`config.mk`:
```
export PLATFORM = sky130hd
export DESIGN_NAME = sbrg_top
export DESIGN_NICKNAME = d
export VERILOG_FILES = /design/src/core/sbrg_pkg.sv /design/src/core/sbrg_link_if.sv /design/src/core/sbrg_timer.sv /design/src/core/sbrg_top.sv
export SDC_FILE = /design/constraint.sdc
export NUM_CORES = 1
export LEC_CHECK = 0
export BUFFER_PORTS_ARGS = -buffer_cell sky130_fd_sc_hd__buf_2
export CORE_UTILIZATION = 45
export DETAILED_ROUTE_END_ITERATION = 6
export PLACE_DENSITY = 0.81
export SLEW_MARGIN = 20
export SYNTH_ARGS = -nofsm -noshare
export SYNTH_HDL_FRONTEND = slang
export SYNTH_HIERARCHICAL = 1
export SYNTH_SLANG_ARGS = --single-unit
export TNS_END_PERCENT = 1
```
`constraint.sdc`:
```
create_clock -name aclk -period 2.7 [get_ports aclk]
set_clock_uncertainty 0.15 [all_clocks]
set_input_delay 0.54 -clock aclk [delete_from_list [all_inputs] [get_ports aclk]]
set_output_delay 0.54 -clock aclk [all_outputs]
set_load 0.02 [all_outputs]
```
`src/core/sbrg_pkg.sv`:
```
// sbrg_pkg: register map, field positions, reset values and prescale
// figures shared by the rate generator's register front end and its timer.
// assumes a single 40 MHz clock domain and an AXI4-Lite bus of 32 data bits.
package sbrg_pkg;

  // ==========================================================================
  // clock and bus widths
  localparam int unsigned CLK_FREQ_HZ = 40000000;
  localparam int unsigned ADDR_W = 12;
  localparam int unsigned DATA_W = 32;
  localparam int unsigned IDX_W = 10;

  // ==========================================================================
  // register indices; byte address is four times the index
  localparam logic [IDX_W-1:0] IDX_RECEIVE_STATUS_CONTROL = 10'h018;
  localparam logic [IDX_W-1:0] IDX_TRANSMIT_STATUS_CONTROL = 10'h098;
  localparam logic [IDX_W-1:0] IDX_BAUD_DIVISOR = 10'h099;
  localparam logic [IDX_W-1:0] IDX_RATE_STATUS = 10'h09A;

  // ==========================================================================
  // reset values
  localparam logic [7:0] RST_RECEIVE_STATUS_CONTROL = 8'h00;
  localparam logic [7:0] RST_TRANSMIT_STATUS_CONTROL = 8'h02;
  localparam logic [7:0] RST_BAUD_DIVISOR = 8'h00;

  // ==========================================================================
  // writable bit masks; other bits are read-only or unimplemented
  localparam logic [7:0] TX_WRITE_MASK = 8'hF5;
  localparam logic [7:0] RX_WRITE_MASK = 8'hF8;

  // ==========================================================================
  // field positions in transmit_status_control
  localparam int unsigned BIT_CLOCK_SOURCE_SELECT = 7;
  localparam int unsigned BIT_SYNC_MODE = 4;
  localparam int unsigned BIT_HIGH_SPEED_SELECT = 2;

  // ==========================================================================
  // field positions in rate_status
  localparam int unsigned STAT_TIMER_LSB = 0;
  localparam int unsigned STAT_COUNT_LSB = 8;
  localparam int unsigned STAT_RUNNING_BIT = 16;

  // ==========================================================================
  // oscillator clocks per timer step for each mode
  localparam logic [6:0] PRESC_ASYNC_LOW = 7'h40;
  localparam logic [6:0] PRESC_ASYNC_HIGH = 7'h10;
  localparam logic [6:0] PRESC_SYNC = 7'h04;

  // ==========================================================================
  // bus responses
  localparam logic [1:0] RESP_OKAY = 2'h0;
  localparam logic [1:0] RESP_SLVERR = 2'h2;

endpackage : sbrg_pkg

```
`src/core/sbrg_link_if.sv`:
```
// sbrg_link_if: settings going from the register front end to the timer,
// and timer state coming back.
// assumes both ends sit on the same clock.
`timescale 1ns/10ps
`default_nettype none

interface sbrg_link_if;
  logic [7:0] divisor;
  logic high_speed_select;
  logic sync_mode;
  logic clock_source_select;
  logic restart;
  logic tick;
  logic [7:0] timer_value;
  logic running;

  modport ctrl (
    output divisor,
    output high_speed_select,
    output sync_mode,
    output clock_source_select,
    output restart,
    input tick,
    input timer_value,
    input running
  );

  modport timer (
    input divisor,
    input high_speed_select,
    input sync_mode,
    input clock_source_select,
    input restart,
    output tick,
    output timer_value,
    output running
  );
endinterface : sbrg_link_if

`default_nettype wire

```
`src/core/sbrg_timer.sv`:
```
// sbrg_timer: prescaler plus free-running 8-bit timer producing the rate tick.
// assumes settings arrive registered and restart is a one-cycle pulse.
`timescale 1ns/10ps
`default_nettype none

module sbrg_timer
  import sbrg_pkg::*;
(
  input wire logic aclk,
  input wire logic aresetn,
  sbrg_link_if.timer link
);

  // ==========================================================================
  // state
  typedef struct packed {
    logic [6:0] presc;
    logic [7:0] timer;
    logic tick;
    logic running;
  } sbrg_timer_state_t;

  sbrg_timer_state_t s;
  sbrg_timer_state_t next_s;

  function automatic logic [6:0] sbrg_presc_limit(input logic sync_mode, input logic hs);
    logic [6:0] lim;
    if (sync_mode) begin
      lim = PRESC_SYNC;
    end else if (hs) begin
      lim = PRESC_ASYNC_HIGH;
    end else begin
      lim = PRESC_ASYNC_LOW;
    end
    return lim - 7'h01;
  endfunction : sbrg_presc_limit

  // ==========================================================================
  // counting
  always_comb begin
    next_s = s;
    next_s.tick = 1'b0;
    // slave in sync mode: clock comes from outside, so no rate here
    next_s.running = ~(link.sync_mode & ~link.clock_source_select);
    if (link.restart || !next_s.running) begin
      next_s.presc = 7'h00;
      next_s.timer = 8'h00;
    end else if (s.presc >= sbrg_presc_limit(link.sync_mode, link.high_speed_select)) begin
      // >= so a mode change to a shorter prescale never overshoots
      next_s.presc = 7'h00;
      if (s.timer >= link.divisor) begin
        next_s.timer = 8'h00;
        next_s.tick = 1'b1;
      end else begin
        next_s.timer = s.timer + 8'h01;
      end
    end else begin
      next_s.presc = s.presc + 7'h01;
    end
  end

  always_ff @(posedge aclk) begin
    if (!aresetn) begin
      s <= '0;
    end else begin
      s <= next_s;
    end
  end

  assign link.tick = s.tick;
  assign link.timer_value = s.timer;
  assign link.running = s.running;

endmodule : sbrg_timer

`default_nettype wire

```
`src/core/sbrg_top.sv`:
```
// sbrg_top: AXI4-Lite register front end of the serial rate generator,
// holding the mode and divisor registers and driving the rate tick out.
// assumes one clock, synchronous active-low reset, one write and one read
// under way at a time.
//
// Chosen here: the AXI4-Lite slave port.
`timescale 1ns/10ps
`default_nettype none

// Behaviour
// - one generator serves both asynchronous and synchronous port modes
// - free-running 8-bit timer, period set by the divisor register
// - sync mode ignores high-speed select; high speed has no rate there
// - in sync mode rates hold only when the port is clock master; a sync slave stops the generator, async always runs
// - async low speed: rate is clock over 64 times divisor plus one
// - async high speed: rate is clock over 16 times divisor plus one
// - sync mode: rate is clock over 4 times divisor plus one
// - divisor takes any value 0 to 255, each a distinct period
// - writing the divisor clears the timer so the new rate starts at once
// - divisor clears to zero on every reset
module sbrg_top
  import sbrg_pkg::*;
(
  input wire logic aclk,
  input wire logic aresetn,
  input wire logic [ADDR_W-1:0] s_axi_awaddr,
  input wire logic [2:0] s_axi_awprot,
  input wire logic s_axi_awvalid,
  output logic s_axi_awready,
  input wire logic [DATA_W-1:0] s_axi_wdata,
  input wire logic [3:0] s_axi_wstrb,
  input wire logic s_axi_wvalid,
  output logic s_axi_wready,
  output logic [1:0] s_axi_bresp,
  output logic s_axi_bvalid,
  input wire logic s_axi_bready,
  input wire logic [ADDR_W-1:0] s_axi_araddr,
  input wire logic [2:0] s_axi_arprot,
  input wire logic s_axi_arvalid,
  output logic s_axi_arready,
  output logic [DATA_W-1:0] s_axi_rdata,
  output logic [1:0] s_axi_rresp,
  output logic s_axi_rvalid,
  input wire logic s_axi_rready,
  output logic rate_tick
);

  // ==========================================================================
  // state
  typedef struct packed {
    logic awready;
    logic wready;
    logic aw_held;
    logic [IDX_W-1:0] aw_index;
    logic w_held;
    logic [7:0] w_data;
    logic w_lane0;
    logic bvalid;
    logic [1:0] bresp;
    logic arready;
    logic rvalid;
    logic [1:0] rresp;
    logic [DATA_W-1:0] rdata;
    logic [7:0] receive_status_control;
    logic [7:0] transmit_status_control;
    logic [7:0] baud_divisor;
    logic restart;
    logic [7:0] tick_count;
  } sbrg_top_state_t;

  sbrg_top_state_t s;
  sbrg_top_state_t next_s;

  sbrg_link_if link ();

  // ==========================================================================
  // address decode shared by both paths
  function automatic logic sbrg_mapped(input logic [IDX_W-1:0] idx);
    logic hit;
    hit = (idx == IDX_RECEIVE_STATUS_CONTROL) ||
          (idx == IDX_TRANSMIT_STATUS_CONTROL) ||
          (idx == IDX_BAUD_DIVISOR) ||
          (idx == IDX_RATE_STATUS);
    return hit;
  endfunction : sbrg_mapped

  function automatic logic [IDX_W-1:0] sbrg_index(input logic [ADDR_W-1:0] addr);
    return addr[ADDR_W-1:2];
  endfunction : sbrg_index

  function automatic logic [7:0] sbrg_merge(input logic [7:0] old_v,
                                            input logic [7:0] new_v,
                                            input logic [7:0] mask);
    return (new_v & mask) | (old_v & ~mask);
  endfunction : sbrg_merge

  // ==========================================================================
  // read data for one index
  function automatic logic [DATA_W-1:0] sbrg_read(input sbrg_top_state_t st,
                                                  input logic [IDX_W-1:0] idx,
                                                  input logic [7:0] tval,
                                                  input logic run);
    logic [DATA_W-1:0] d;
    d = '0;
    case (idx)
      IDX_RECEIVE_STATUS_CONTROL: begin
        d[7:0] = st.receive_status_control;
      end
      IDX_TRANSMIT_STATUS_CONTROL: begin
        d[7:0] = st.transmit_status_control;
      end
      IDX_BAUD_DIVISOR: begin
        d[7:0] = st.baud_divisor;
      end
      IDX_RATE_STATUS: begin
        d[STAT_TIMER_LSB +: 8] = tval;
        d[STAT_COUNT_LSB +: 8] = st.tick_count;
        d[STAT_RUNNING_BIT] = run;
      end
      default: begin
        d = '0;
      end
    endcase
    return d;
  endfunction : sbrg_read

  // ==========================================================================
  // bus handling and registers
  always_comb begin
    next_s = s;
    next_s.restart = 1'b0;

    // address and data taken in either order, each held until used
    if (s_axi_awvalid && s.awready) begin
      next_s.aw_held = 1'b1;
      next_s.aw_index = sbrg_index(s_axi_awaddr);
    end
    if (s_axi_wvalid && s.wready) begin
      next_s.w_held = 1'b1;
      next_s.w_data = s_axi_wdata[7:0];
      next_s.w_lane0 = s_axi_wstrb[0];
    end
    if (s_axi_bready && s.bvalid) begin
      next_s.bvalid = 1'b0;
    end

    // commit only from held copies, so no input reaches a register path combinationally
    if (s.aw_held && s.w_held && !s.bvalid) begin
      next_s.aw_held = 1'b0;
      next_s.w_held = 1'b0;
      next_s.bvalid = 1'b1;
      next_s.bresp = sbrg_mapped(s.aw_index) ? RESP_OKAY : RESP_SLVERR;
      if (s.w_lane0) begin
        case (s.aw_index)
          IDX_RECEIVE_STATUS_CONTROL: begin
            next_s.receive_status_control = sbrg_merge(s.receive_status_control,
                                                       s.w_data, RX_WRITE_MASK);
          end
          IDX_TRANSMIT_STATUS_CONTROL: begin
            // mode bits steer the timer prescale and enable
            next_s.transmit_status_control = sbrg_merge(s.transmit_status_control,
                                                        s.w_data, TX_WRITE_MASK);
          end
          IDX_BAUD_DIVISOR: begin
            next_s.baud_divisor = s.w_data;
            next_s.restart = 1'b1;
          end
          default: begin
            next_s.restart = 1'b0;
          end
        endcase
      end
    end
    next_s.awready = ~next_s.aw_held;
    next_s.wready = ~next_s.w_held;

    // reads answer one cycle after the address is taken
    if (s_axi_rready && s.rvalid) begin
      next_s.rvalid = 1'b0;
      next_s.arready = 1'b1;
    end
    if (s_axi_arvalid && s.arready) begin
      next_s.arready = 1'b0;
      next_s.rvalid = 1'b1;
      next_s.rdata = sbrg_read(s, sbrg_index(s_axi_araddr), link.timer_value, link.running);
      next_s.rresp = sbrg_mapped(sbrg_index(s_axi_araddr)) ? RESP_OKAY : RESP_SLVERR;
    end

    // wraps at 255; software reads differences
    if (link.tick) begin
      next_s.tick_count = s.tick_count + 8'h01;
    end
  end

  always_ff @(posedge aclk) begin
    if (!aresetn) begin
      s <= '0;
      s.awready <= 1'b1;
      s.wready <= 1'b1;
      s.arready <= 1'b1;
      s.receive_status_control <= RST_RECEIVE_STATUS_CONTROL;
      s.transmit_status_control <= RST_TRANSMIT_STATUS_CONTROL;
      s.baud_divisor <= RST_BAUD_DIVISOR;
    end else begin
      s <= next_s;
    end
  end

  // ==========================================================================
  // settings to the timer
  assign link.divisor = s.baud_divisor;
  assign link.high_speed_select = s.transmit_status_control[BIT_HIGH_SPEED_SELECT];
  assign link.sync_mode = s.transmit_status_control[BIT_SYNC_MODE];
  assign link.clock_source_select = s.transmit_status_control[BIT_CLOCK_SOURCE_SELECT];
  assign link.restart = s.restart;

  sbrg_timer u_timer (
    .aclk(aclk),
    .aresetn(aresetn),
    .link(link.timer)
  );

  // ==========================================================================
  // outputs, all from flip-flops
  assign s_axi_awready = s.awready;
  assign s_axi_wready = s.wready;
  assign s_axi_bresp = s.bresp;
  assign s_axi_bvalid = s.bvalid;
  assign s_axi_arready = s.arready;
  assign s_axi_rdata = s.rdata;
  assign s_axi_rresp = s.rresp;
  assign s_axi_rvalid = s.rvalid;
  assign rate_tick = link.tick;

endmodule : sbrg_top

`default_nettype wire

```
Word-level counts from Yosys, hierarchy flattened
Cells that the tools add are included.

Output and inout bits: 42. Flip-flop bits (word level): 97. Input bits: 73.

Order comparisons: 2. Equal/unequal tests: 8. Add/sub/neg operators: 4. Muxes and demuxes: 18. Bitwise operators: 9. Reductions and logical operators: 24.

Operators by type and width (count): $eq A10 B8 Y1 const B (6); $mux W36 (1); $pmux W8 S4 (1); $mux W7 (3); $eq A10 B5 Y1 const B (2); $add A8 B1 Y8 const B (2); $reduce_and A3 Y1 (4); $mux W11 (1); $mux W10 (1); $mux W9 (1); $ge A8 B8 Y1 (1); $mux W8 (1); $or A8 B3 Y8 (1); $or A8 B4 Y8 (1); $add A7 B1 Y7 const B (1); $ge A7 B7 Y1 (1); $logic_and A1 B1 Y1 (7); $logic_or A1 B1 Y1 (7); $sub A7 B1 Y7 const B (1); $mux W2 (3); $not A1 Y1 (6); $reduce_or A3 Y1 (2); $mux W1 (5); $reduce_bool A2 Y1 (2); other kinds (4) (4).

Logic depth before layout (Yosys ltp)
Gate-level depths: netlist (run 1).

Depth in word-level cells: 8. Depth in mapped cells: 8.

By module
Netlist (run 1), hierarchy kept.

By module, submodules not included: sbrg_top (cells an instance 363, times used 1, area each 3200.6 µm²); sbrg_timer (cells an instance 141, times used 1, area each 1168.6 µm²).

Worst setup path before layout (run 1)
Ideal clock, no wire load.

Path kind: register -> register. From: register s (netlist bit link.sync_mode). To: register u_timer.s (netlist bit u_timer/link.timer_value[4]). Arrival: 1.797 ns. Clock period less this slack: 2.071 ns. Path buffers: 1. Library setup time: 0.125 ns. Slack: 0.629 ns. Stages on the path, launching flop included: 9. Required time: 2.425 ns. Cells stage by stage: dfxtp_1 or2_2 ha_1 nand4_1 o31a_1 and2_1 buf_6 a32oi_2 o31ai_1.

Longest elaborated chain between the ends: 4. Elaborated cells between the ends (all ways): 7.

RTL lines: start: declaration (RTL line sbrg_top.sv:71) `sbrg_top_state_t s;`; start signal: assignment (RTL line sbrg_top.sv:205) `s <= next_s;`; $mux W7 (RTL line sbrg_timer.sv:28) `if (sync_mode) begin`; $mux W7 (RTL line sbrg_timer.sv:45) `if (link.restart || !next_s.running) begin`; $sub A7 B1 Y7 (RTL line sbrg_timer.sv:35) `return lim - 7'h01;`; $ge A7 B7 Y1 (RTL line sbrg_timer.sv:48) `end else if (s.presc >= sbrg_presc_limit(link.sync_mode, link.high_speed_select)) begin`; end signal: assignment (RTL line sbrg_timer.sv:66) `s <= next_s;`; end: declaration (RTL line sbrg_timer.sv:23) `sbrg_timer_state_t s;`.

Several ways; a longest one is shown, not always the timed one. The select of a mux whose other input is x is not followed. A chain may end at the register's enable or synchronous reset.

Worst setup path after layout (run 1)
From: register s (netlist bit link.sync_mode). To: register u_timer.s (netlist bit u_timer/link.timer_value[0]).

The elaborated chain is that of the path after synthesis.

==> results of run 1 <==
==> worst min-delay path by stage <==
stage	end	slack [ns]	depth (start not counted)
global route	s[74]$_SDFFE_PN0P_	0.26	3
global placement	s_axi_rdata[4]$_SDFFE_PN0P_	0.29	2
finish	s[87]$_SDFFE_PN0P_	0.26	3
floorplan	s_axi_rdata[2]$_SDFFE_PN0P_	0.28	2
CTS	s[87]$_SDFFE_PN0P_	0.25	3
detailed placement	s_axi_rdata[5]$_SDFFE_PN0P_	0.29	2
==> where the power goes <==
part | total (mW) | switching, mW | internal [mW]
logic | 0.189 | 0.125 | 0.0637
registers | 1.39 | 0.0282 | 1.36
clock network | 1.00 | 0.478 | 0.527
==> cell usage after synthesis, types with 4 or more instances <==
| cell | number |
|---|---|
| sky130_fd_sc_hd__nand4_1 | 18 |
| sky130_fd_sc_hd__ha_1 | 16 |
| sky130_fd_sc_hd__o21ai_0 | 18 |
| sky130_fd_sc_hd__nand3b_1 | 6 |
| sky130_fd_sc_hd__dfxtp_1 | 90 |
| sky130_fd_sc_hd__a22oi_1 | 14 |
| sky130_fd_sc_hd__inv_1 | 15 |
| sky130_fd_sc_hd__nor3_1 | 4 |
| sky130_fd_sc_hd__nand3_1 | 5 |
| sky130_fd_sc_hd__a21oi_1 | 28 |
| sky130_fd_sc_hd__buf_4 | 48 |
| sky130_fd_sc_hd__a31oi_1 | 5 |
| sky130_fd_sc_hd__nand2b_1 | 4 |
| sky130_fd_sc_hd__xor2_1 | 6 |
| sky130_fd_sc_hd__mux2i_1 | 26 |
| sky130_fd_sc_hd__nor2_1 | 58 |
| sky130_fd_sc_hd__nand2_1 | 68 |
| sky130_fd_sc_hd__xnor2_1 | 4 |
| sky130_fd_sc_hd__and3_1 | 6 |
| sky130_fd_sc_hd__buf_6 | 4 |
| sky130_fd_sc_hd__and2_1 | 5 |
| sky130_fd_sc_hd__nor2b_1 | 5 |
| sky130_fd_sc_hd__clkbuf_1 | 5 |
==> per-layer routing <==
metal	vias up	wire, µm	global-route usage (%)
met5	-	0	0
li1	1742	-	-
met2	124	4142	30.82
met1	1642	4203	23.82
met4	0	120	7.804
met3	9	504	3.606
==> logic make-up (layout without fill, tap and decap cells) <==
group / count (synthesis) / in the layout / synth area share [%]
simple gates: 202 / 202 / 23.00
xor+xnor: 10 / 10 / 2.004
compound gates: 80 / 80 / 11.31
fa+ha+maj: 17 / 17 / 4.811
mux: 26 / 26 / 5.956
other cells: 2 / 18 / 0.1719
flops: 90 / 90 / 41.24
buf+inv: 77 / 95 / 11.51
==> placed cells by master (no fill, tap or decap), types with 3 or more instances in the layout <==
cell type,synthesis,routed
sky130_fd_sc_hd__buf_2,3,60
sky130_fd_sc_hd__inv_1,15,15
sky130_fd_sc_hd__and3_1,6,6
sky130_fd_sc_hd__a31oi_1,5,5
sky130_fd_sc_hd__xor2_1,6,6
sky130_fd_sc_hd__xnor2_1,4,4
sky130_fd_sc_hd__a21oi_1,28,28
sky130_fd_sc_hd__nand4_1,18,18
sky130_fd_sc_hd__nand3_1,5,5
sky130_fd_sc_hd__nor3_1,4,4
sky130_fd_sc_hd__ha_1,16,16
sky130_fd_sc_hd__conb_1,2,18
sky130_fd_sc_hd__mux2i_1,26,26
sky130_fd_sc_hd__nand2_1,68,68
sky130_fd_sc_hd__buf_4,48,3
sky130_fd_sc_hd__nand3b_1,6,6
sky130_fd_sc_hd__dfxtp_1,90,90
sky130_fd_sc_hd__clkbuf_8,0,9
sky130_fd_sc_hd__nand2b_1,4,4
sky130_fd_sc_hd__a22oi_1,14,14
sky130_fd_sc_hd__nor2_1,58,58
sky130_fd_sc_hd__nor2b_1,5,5
sky130_fd_sc_hd__and2_1,5,5
sky130_fd_sc_hd__o21ai_0,18,18
sky130_fd_sc_hd__or3_1,3,3
==> worst max-delay path: stages (launching register included) <==
cell and delay [ns]:
sky130_fd_sc_hd__dfxtp_1 0.38, sky130_fd_sc_hd__or2_2 0.32, sky130_fd_sc_hd__ha_1 0.29, sky130_fd_sc_hd__a211o_1 0.30, sky130_fd_sc_hd__o211ai_1 0.11, sky130_fd_sc_hd__and2_1 0.42
sky130_fd_sc_hd__nand2_1 0.27, sky130_fd_sc_hd__o21ai_1 0.16
==> state kept, by name, indices dropped and copies added, names as in the netlist, 7 cells and up <==
register / flops
u_timer/s: 7
s_axi_rdata: 17
link.divisor: 8
u_timer/link.timer_value: 8
s: 37
==> final cells by class <==
class | count | area share (%)
clock buffer | 9 | 2.639
multi-input combinational | 353 | 45.27
tap | 129 | 3.439
timing repair buffer | 63 | 6.878
sequential | 90 | 38.39
inverter | 16 | 1.280
clock inverter | 7 | 2.106
==> per-stage QoR <==
step / hold WS [ns] / setup WS, ns / std cells / util [%]
3_3_place_gp: 0.2868 / 0.3257 / 651 / 47.93
4_1_cts: 0.2464 / 0.2485 / 667 / 50.32
5_1_grt: 0.2611 / 0.1434 / 667 / 50.32
6_report: 0.2622 / 0.2411 / 667 / 50.32
2_1_floorplan: 0.2763 / 0.6289 / 520 / -
3_5_place_dp: 0.2893 / 0.2668 / 651 / 47.93
==> flow_metrics.py, run 1 <==
metrics = {
    "global_routing": {
        "first_global_vias": 3249,
        "grt_max_degree": 36,
        "grt_first_pass_wirelength_um": 14800,
        "grt.overflow.total": 0,
        "globalRouteTotalUtil_pct": 18.63,
        "number_of_antenna_violations_at_the_first_check_in_global_routing": 0,
    },
    "finish": {
        "diodes": 0,
        "fillerInstances": 874,
        "multi_input_logic_area_um2": 2125,
        "area_delta_synth_final_pct": 7.417,
        "layout.nets": 622,
        "final_cell_area_um2": 4693,
        "ff_latch_area_um2": 1802,
        "final_layout_size_suffix_gt1_share_pct": 15.99,
    },
    "synthesis": {
        "asyncSetResetFlopFracSynth_pct": 0,
        "post_synth_instance_area_um2": 4369,
        "netlist_top_cells_area": "sky130_fd_sc_hd__dfxtp_1, sky130_fd_sc_hd__buf_4, sky130_fd_sc_hd__mux2i_1",
        "yosys_most_used_dff": "sky130_fd_sc_hd__dfxtp_1",
        "ys_types": 55,
        "ys_ff_latch": 90,
        "synth_seq_area_share_pct": 41.24,
        "synth_largest_type_area_fraction_pct": 41.24,
        "synth-warning-count": 6,
        "yosysTopAreaCell": "sky130_fd_sc_hd__dfxtp_1",
        "syn-mean-instance-area_um2": 8.669,
        "synth-edff-count": 0,
        "netlist_instances": 504,
    },
    "detailed_routing": {
        "drt_drc_violations_left": 0,
        "detailroute.via_count": 3517,
        "ant_nets": 0,
        "route.final.wire_length_um": 8970,
        "first_iter_violations": 150,
        "routedWlPerCell_um": 13.45,
        "post_drt_via_cell_ratio": 5.273,
        "dr.pass1.iters": 5,
    },
    "power": {
        "ir_drop_mv": 0.3578,
        "total_power_mw": 2.582,
        "power_leakage_nw": 1.990,
        "power_density_nw_per_um2": 550.2,
    },
    "critical_path": {
        "critical_path_required_ns": 2.84,
        "worst_setup_path_start_kind": "flip-flop",
        "r2r_slack_ns": 0.24,
        "critical_path.endpoint": "u_timer/link.timer_value[0]$_SDFFE_PP0P_",
        "worst_setup_path_start": "link.sync_mode$_SDFFE_PN0P_",
        "crit_type": "reg -> reg",
        "worstPathArrival_ns": 2.60,
        "timing.rr.start": "link.sync_mode$_SDFFE_PN0P_",
        "worstRegToRegCells": 7,
        "cp-end-kind": "flip-flop",
        "worst_r2r_endpoint": "u_timer/link.timer_value[0]$_SDFFE_PP0P_",
        "path_max_fanout": 11,
    },
    "timing": {
        "finalHoldViolCount": 0,
        "max_freq_mhz": 406.7,
        "worstMarginPinSlew_ns": 0.7288,
        "final-setup-viol-count": 0,
        "final.min_clock_period_ns": 2.459,
        "rsz0062_at_grt": "no",
        "fin_crit_sh_pct": 91.07,
        "slew-limit-headroom_pct": 50.97,
        "totalNegativeSetupSlack_ns": 0,
        "drv_slew": 0,
    },
    "clock_network": {
        "clock_latency_ns": 0.36,
        "numClockSinks": 90,
        "cts_tree": "yes",
        "cts.clk_slew.worst_paths_ns": 0.09,
        "hold_buffer_count_at_cts": 0,
        "tritoncts.num_buffers": 9,
        "cts_buffer_depth": 2,
        "h-tree-depth": 3,
        "post-cts-setup-buffers": 0,
        "clock_tree.root_cell": "sky130_fd_sc_hd__clkbuf_8",
        "cts_resized": 0,
    },
    "placed_design": {
        "post-dp-hpwl_um": 6666,
        "dpl_cell_area_um2": 4471,
        "placement.io_buffers": 60,
        "gpl.final_weighted_congestion": 0.8611,
    },
    "worst_hold_path": {
        "min_path_type": "in -> reg",
        "min-delay-start": "s_axi_awaddr[7]",
    },
    "floorplan": {
        "die_h_um": 100.5,
        "initial_utilization_pct": 46.84,
        "dieWidth_um": 100.5,
        "floorplan.rows": 35,
        "core_region_area_um2": 9328,
        "i_o_pins": 115,
        "design.die.area_um2": 10110,
    },
    "status": {
        "status": "completed",
    },
    "run": {
        "max-cap-violations": 0,
    },
}
Note: power is estimated with default switching activity, not from simulation.
==> run 2, diff against run 1 <==
==> constraint.sdc (replaced) <==
create_clock -name aclk -period 3.2 [get_ports aclk]
set_clock_uncertainty 0.15 [all_clocks]
set_input_delay 0.64 -clock aclk [delete_from_list [all_inputs] [get_ports aclk]]
set_output_delay 0.64 -clock aclk [all_outputs]
set_load 0.02 [all_outputs]
==> run 2 against run 1 <==
Compared with the run above:
- critical path depth did not move
- worst setup slack improved by 0.47 ns
- clock power fell by 31%
- routed wire length fell by 1.1%
- via count fell by 0.17%
- die area did not move
- first-iteration DRC count fell by 10%
- non-clock buffer count fell by 1
- power fell by 22%
- register-to-register slack improved by 0.47 ns
==> flow_metrics.py, run 2 (synthesis results as in run 1) <==
metrics = {
    "finish": {
        "area_delta_synth_final_pct": 6.243,
        "final_cell_mix": "sky130_fd_sc_hd__dfxtp_1, sky130_fd_sc_hd__nand2_1, sky130_fd_sc_hd__buf_2, sky130_fd_sc_hd__nor2_1, sky130_fd_sc_hd__a21oi_1",
        "diodes": 0,
        "layout.nets": 621,
        "finish.utilization_pct": 49.77,
        "fillerInstances": 886,
        "leading_cell_type_in_the_layout_fill_and_taps_excluded": "sky130_fd_sc_hd__dfxtp_1",
        "regMostFlops": "s",
        "final_cell_area_um2": 4642,
        "final_cell_count_no_fill": 666,
        "largest_reg_flops": 37,
        "final_layout_size_suffix_gt1_share_pct": 15.64,
    },
    "detailed_routing": {
        "dr.pass1.iters": 4,
        "post_drt_via_cell_ratio": 5.272,
        "route.final.wire_length_um": 8868,
        "first_iter_violations": 135,
        "detailroute.via_count": 3511,
        "drt_drc_violations_left": 0,
        "routedWlPerCell_um": 13.32,
        "ant_nets": 0,
    },
    "clock_network": {
        "post-cts-setup-buffers": 0,
        "hold_buffer_count_at_cts": 0,
        "cts_buffer_depth": 2,
        "numClockSinks": 90,
        "clock_latency_ns": 0.36,
        "cts_tree": "yes",
        "h-tree-depth": 3,
        "tritoncts.num_buffers": 9,
        "clock_tree.root_cell": "sky130_fd_sc_hd__clkbuf_8",
        "cts.clk_slew.worst_paths_ns": 0.08,
        "cts_resized": 0,
    },
    "timing": {
        "rsz0062_at_grt": "no",
        "drv_slew": 0,
        "max_freq_mhz": 401.5,
        "final-setup-viol-count": 0,
        "final.min_clock_period_ns": 2.491,
        "finalHoldViolCount": 0,
        "worstMarginPinSlew_ns": 0.7133,
        "post-route-worst-setup-slack_ns": 0.7094,
        "totalNegativeSetupSlack_ns": 0,
        "fin_crit_sh_pct": 77.83,
        "slew-limit-headroom_pct": 52.01,
    },
    "global_routing": {
        "grt_first_pass_wirelength_um": 14800,
        "grt_max_degree": 37,
        "first_global_vias": 3230,
        "grt.overflow.total": 0,
        "grt_util_met3_pct": 4.022,
        "gr-usage-met2_pct": 30.03,
        "globalRouteMet1Util_pct": 24.69,
        "globalRouteTotalUtil_pct": 18.75,
        "global_route.peak_usage_layer": "met2",
        "number_of_antenna_violations_at_the_first_check_in_global_routing": 0,
    },
    "status": {
        "status": "completed",
    },
    "power": {
        "power_switching_mw": 0.5188,
        "power_leakage_nw": 1.961,
        "seq_power_share_pct": 57.9,
        "comb_power_share_pct": 7.8,
        "power_report.internal_total_mw": 1.506,
        "switching_share_pct": 25.62,
        "power_density_nw_per_um2": 436.3,
        "power.clock.fraction_pct": 34.3,
        "ir_drop_mv": 0.2836,
    },
    "floorplan": {
        "core_region_area_um2": 9328,
        "floorplan.rows": 35,
        "design.die.area_um2": 10110,
        "dieWidth_um": 100.5,
        "initial_utilization_pct": 46.84,
        "die_h_um": 100.5,
        "i_o_pins": 115,
    },
    "worst_hold_path": {
        "worst_hold_path.endpoint": "s[85]$_SDFFE_PN0P_",
        "min_path_type": "reg -> reg",
        "hold_path_depth": 2,
        "min-delay-start": "s[85]$_SDFFE_PN0P_",
    },
    "critical_path": {
        "cp-end-kind": "flip-flop",
        "path_max_fanout": 11,
        "worstPathArrival_ns": 2.63,
        "r2r_slack_ns": 0.71,
        "worst_r2r_endpoint": "u_timer/link.timer_value[0]$_SDFFE_PP0P_",
        "critical_path_required_ns": 3.33,
        "worst_setup_path_start": "link.sync_mode$_SDFFE_PN0P_",
        "crit_type": "reg -> reg",
        "timing.rr.start": "link.sync_mode$_SDFFE_PN0P_",
        "worstRegToRegCells": 7,
        "worst_setup_path_start_kind": "flip-flop",
    },
    "placed_design": {
        "dpl_cell_area_um2": 4463,
        "dp.cells": 650,
        "post-dp-hpwl_um": 6626,
        "gpl.final_weighted_congestion": 0.9027,
        "placement.io_buffers": 60,
        "place_ws_ns": 0.7444,
    },
    "run": {
        "max-cap-violations": 0,
    },
}
-- run 2: cell count changes in the layout (fill, tap and decap cells not counted), sizes merged --
cell,previous run,this run
clkbuf,9,11
buf,63,62
bufinv,2,0
clkinvlp,1,2
inv,17,16
-- run 2: how the worst max path moves through the flow --
stage | end | cells past startpoint | slack (ns)
after floorplan | u_timer/link.timer_value[4]$_SDFFE_PP0P_ | 8 | 1.13
after global placement | u_timer/link.timer_value[0]$_SDFFE_PP0P_ | 7 | 0.82
after detailed placement | u_timer/link.timer_value[0]$_SDFFE_PP0P_ | 7 | 0.74
after CTS | u_timer/link.timer_value[0]$_SDFFE_PP0P_ | 7 | 0.73
after global routing | u_timer/link.timer_value[0]$_SDFFE_PP0P_ | 7 | 0.57
final | u_timer/link.timer_value[0]$_SDFFE_PP0P_ | 7 | 0.71
-- run 2: area by class of cell --
cell class | count | area [µm²] | area share, %
clock buffer | 11 | 141.4 | 3.046
clock inverter | 5 | 37.54 | 0.8086
inverter | 16 | 60.06 | 1.294
multi-input combinational | 353 | 2125 | 45.77
sequential | 90 | 1802 | 38.81
tap | 129 | 161.4 | 3.477
timing repair buffer | 62 | 315.3 | 6.792
-- run 2: per-stage QoR --
stage / power [mW] / hold slack [ns]
final: 2.025 / 0.3073
after global routing: 2.117 / 0.3393
after CTS: 2.047 / 0.3072
after detailed placement: 1.354 / 0.2953
after global placement: 1.348 / 0.2872
after floorplan: 1.323 / 0.2763
-- run 2: power by group through the flow --
stage / Clock [mW] / Combinational [mW] / Sequential [mW]
global placement: 0 / 0.152 / 1.20
CTS: 0.718 / 0.157 / 1.17
global route: 0.764 / 0.176 / 1.18
finish: 0.695 / 0.158 / 1.17
floorplan: 0 / 0.126 / 1.20
detailed placement: 0 / 0.156 / 1.20
-- run 2: per-layer routing --
| layer | up-vias | part of all wire, % |
|---|---|---|
| met5 | - | 0 |
| met4 | 0 | 2.0 |
| met3 | 13 | 5.8 |
| met2 | 114 | 45 |
| met1 | 1639 | 47 |
| li1 | 1745 | - |
-- run 2: worst max-delay path: stages (launching register included) --
cell                       delay (ns)
sky130_fd_sc_hd__dfxtp_1         0.37
sky130_fd_sc_hd__or2_2           0.31
sky130_fd_sc_hd__ha_1            0.30
sky130_fd_sc_hd__a211o_1         0.30
sky130_fd_sc_hd__o211ai_1        0.10
sky130_fd_sc_hd__and2_1          0.42
sky130_fd_sc_hd__nand2_1         0.27
sky130_fd_sc_hd__o21ai_1         0.19
==> run 3, diff against run 2 <==
--- a/config.mk
+++ b/config.mk
@@ -8,7 +8,7 @@
 export BUFFER_PORTS_ARGS = -buffer_cell sky130_fd_sc_hd__buf_2
 export CORE_UTILIZATION = 45
 export DETAILED_ROUTE_END_ITERATION = 6
-export PLACE_DENSITY = 0.81
+export PLACE_DENSITY = 0.84
 export SLEW_MARGIN = 20
 export SYNTH_ARGS = -nofsm -noshare
 export SYNTH_HDL_FRONTEND = slang
==> constraint.sdc (replaced) <==
create_clock -name aclk -period 2.2 [get_ports aclk]
set_clock_uncertainty 0.15 [all_clocks]
set_input_delay 0.44 -clock aclk [delete_from_list [all_inputs] [get_ports aclk]]
set_output_delay 0.44 -clock aclk [all_outputs]
set_load 0.02 [all_outputs]
==> run 3 against run 2 <==
Compared with the run above:
- critical path depth increased by 1
- clock power is 76% higher
- final area rose by 4.3%
- critical path type unchanged
- highest routed layer unchanged
- sequential power increased by 46%
- die area unchanged
- worst setup slack got worse by 0.62 ns
- combinational power up 53%
- final cell count up 2.6%
==> flow_metrics.py, run 3 (synthesis results as in run 1) <==
metrics = {
    "floorplan": {
        "i_o_pins": 115,
        "die_h_um": 100.5,
        "initial_utilization_pct": 46.84,
        "design.die.area_um2": 10110,
        "floorplan.rows": 35,
        "core_region_area_um2": 9328,
        "dieWidth_um": 100.5,
    },
    "worst_hold_path": {
        "min_path_type": "in -> reg",
    },
    "power": {
        "power_switching_mw": 0.7739,
        "seq_power_share_pct": 53.8,
        "switching_share_pct": 24.42,
        "comb_power_share_pct": 7.6,
        "ir_drop_mv": 0.3584,
        "power.clock.fraction_pct": 38.6,
        "total_power_mw": 3.169,
        "power_report.internal_total_mw": 2.396,
        "power_leakage_nw": 2.067,
        "power_density_nw_per_um2": 654.4,
    },
    "timing": {
        "drv_slew": 0,
        "final-setup-viol-count": 0,
        "finalHoldViolCount": 0,
        "rsz0062_at_grt": "no",
        "max_freq_mhz": 472.9,
        "final.min_clock_period_ns": 2.114,
        "fin_crit_sh_pct": 96.11,
        "totalNegativeSetupSlack_ns": 0,
    },
    "global_routing": {
        "number_of_antenna_violations_at_the_first_check_in_global_routing": 0,
        "globalRouteTotalUtil_pct": 19.50,
        "grt_first_pass_wirelength_um": 15550,
        "first_global_vias": 3371,
        "grt.overflow.total": 0,
        "grt_max_degree": 29,
    },
    "detailed_routing": {
        "post_drt_via_cell_ratio": 5.378,
        "routedWlPerCell_um": 14.16,
        "drt_drc_violations_left": 0,
        "dr.pass1.iters": 5,
        "ant_nets": 0,
        "detailroute.via_count": 3673,
        "first_iter_violations": 195,
        "route.final.wire_length_um": 9668,
    },
    "critical_path": {
        "worstPathArrival_ns": 2.21,
        "crit_type": "reg -> reg",
        "critical_path_required_ns": 2.30,
        "critPathSlowestCell": "sky130_fd_sc_hd__dfxtp_2",
        "cp-end-kind": "flip-flop",
        "worst_setup_path_start_kind": "flip-flop",
        "cp_cell_sequence": "or2_4 > ha_4 > nand4_1 > o31a_1 > and2_4 > buf_4 > a32oi_2 > o31ai_1",
        "path_max_fanout": 5,
        "cp_slowest_stage_delay_ns": 0.34,
    },
    "clock_network": {
        "tritoncts.num_buffers": 9,
        "cts_buffer_depth": 2,
        "h-tree-depth": 3,
        "clock_latency_ns": 0.36,
        "cts_tree": "yes",
        "cts.clk_slew.worst_paths_ns": 0.09,
        "numClockSinks": 90,
        "hold_buffer_count_at_cts": 0,
        "clock_tree.root_cell": "sky130_fd_sc_hd__clkbuf_8",
    },
    "placed_design": {
        "post-dp-hpwl_um": 6906,
        "placement.io_buffers": 60,
        "gpl.final_weighted_congestion": 0.8587,
    },
    "finish": {
        "final_cell_mix": "sky130_fd_sc_hd__dfxtp_1, sky130_fd_sc_hd__nand2_1, sky130_fd_sc_hd__buf_2, sky130_fd_sc_hd__nor2_1, sky130_fd_sc_hd__a21oi_1",
        "largest_reg_flops": 37,
        "layout.nets": 638,
        "leading_cell_type_in_the_layout_fill_and_taps_excluded": "sky130_fd_sc_hd__dfxtp_1",
        "final_layout_size_suffix_gt1_share_pct": 19.13,
        "diodes": 0,
        "regMostFlops": "s",
        "area_delta_synth_final_pct": 10.85,
    },
    "status": {
        "status": "completed",
    },
    "run": {
        "max-cap-violations": 0,
    },
}
run 3: changes by cell type in the layout (fill, tap and decap cells not counted), moves of 2 or more:
cell / before / now
sky130_fd_sc_hd__buf_4: 2 / 19
sky130_fd_sc_hd__bufinv_16: 0 / 2
sky130_fd_sc_hd__ha_1: 16 / 14
sky130_fd_sc_hd__ha_4: 0 / 2
sky130_fd_sc_hd__or2_2: 2 / 0
sky130_fd_sc_hd__or2_4: 0 / 2
run 3: final timing paths:
kind / cells past startpoint / from / slack, ns / endpoint
setup / recovery: 8 / link.sync_mode$_SDFFE_PN0P_ / 0.09 / u_timer/link.timer_value[4]$_SDFFE_PP0P_
hold / removal: 3 / s_axi_wdata[4] / 0.16 / s[77]$_SDFFE_PN0P_
setup reg to reg: 8 / link.sync_mode$_SDFFE_PN0P_ / 0.09 / u_timer/link.timer_value[4]$_SDFFE_PP0P_
hold reg to reg: 2 / s_axi_rdata[5]$_SDFFE_PN0P_ / 0.32 / s_axi_rdata[5]$_SDFFE_PN0P_
run 3: final cells by class:
class	instances	area, µm²
tap	129	161.4
clock buffer	10	127.6
timing repair buffer	79	442.9
clock inverter	6	90.09
sequential	90	1803
multi-input combinational	353	2158
fill	839	4484
inverter	16	60.06
run 3: worst max-delay path, delay by kind of cell, from the launching register on:
kind / cells / cell delay [ns]
compound gates: 3 / 0.57
simple gates: 3 / 0.53
flops: 1 / 0.34
fa+ha+maj: 1 / 0.28
buf+inv: 1 / 0.15
run 3: timing repair:
item	4_1_cts	5_1_grt
buffers inserted	0	1
pin swaps	0	2
endpoints found under the setup margin	1	12
gates resized for setup	1	6
run 3: power by group through the flow:
stage	clock (mW)	sequential (mW)	combinational, mW
final	1.22	1.71	0.242
after CTS	1.26	1.71	0.240
after global routing	1.32	1.71	0.269
after floorplan	0	1.74	0.183
after global placement	0	1.74	0.228
after detailed placement	0	1.74	0.238
run 3: per-layer routing:
layer	global-route usage [%]	wire length (µm)	vias up
li1	-	-	1772
met1	24.65	4275	1724
met2	31.88	4601	158
met3	4.300	627	19
met4	8.807	163	0
met5	0	0	-
run 3: metrics by stage:
step / util [%] / hold slack [ns] / setup slack, ns / cell area (µm²) / cells
after floorplan: - / 0.2763 / 0.1289 / 4429 / 520
after global placement: 49.13 / 0.2864 / 0.06373 / 4583 / 666
after detailed placement: 49.13 / 0.2975 / 0.007171 / 4583 / 666
after CTS: 51.50 / 0.1376 / 0.003041 / 4803 / 682
after global routing: 51.92 / 0.1644 / 0.01262 / 4843 / 683
final: 51.92 / 0.1560 / 0.08560 / 4843 / 683
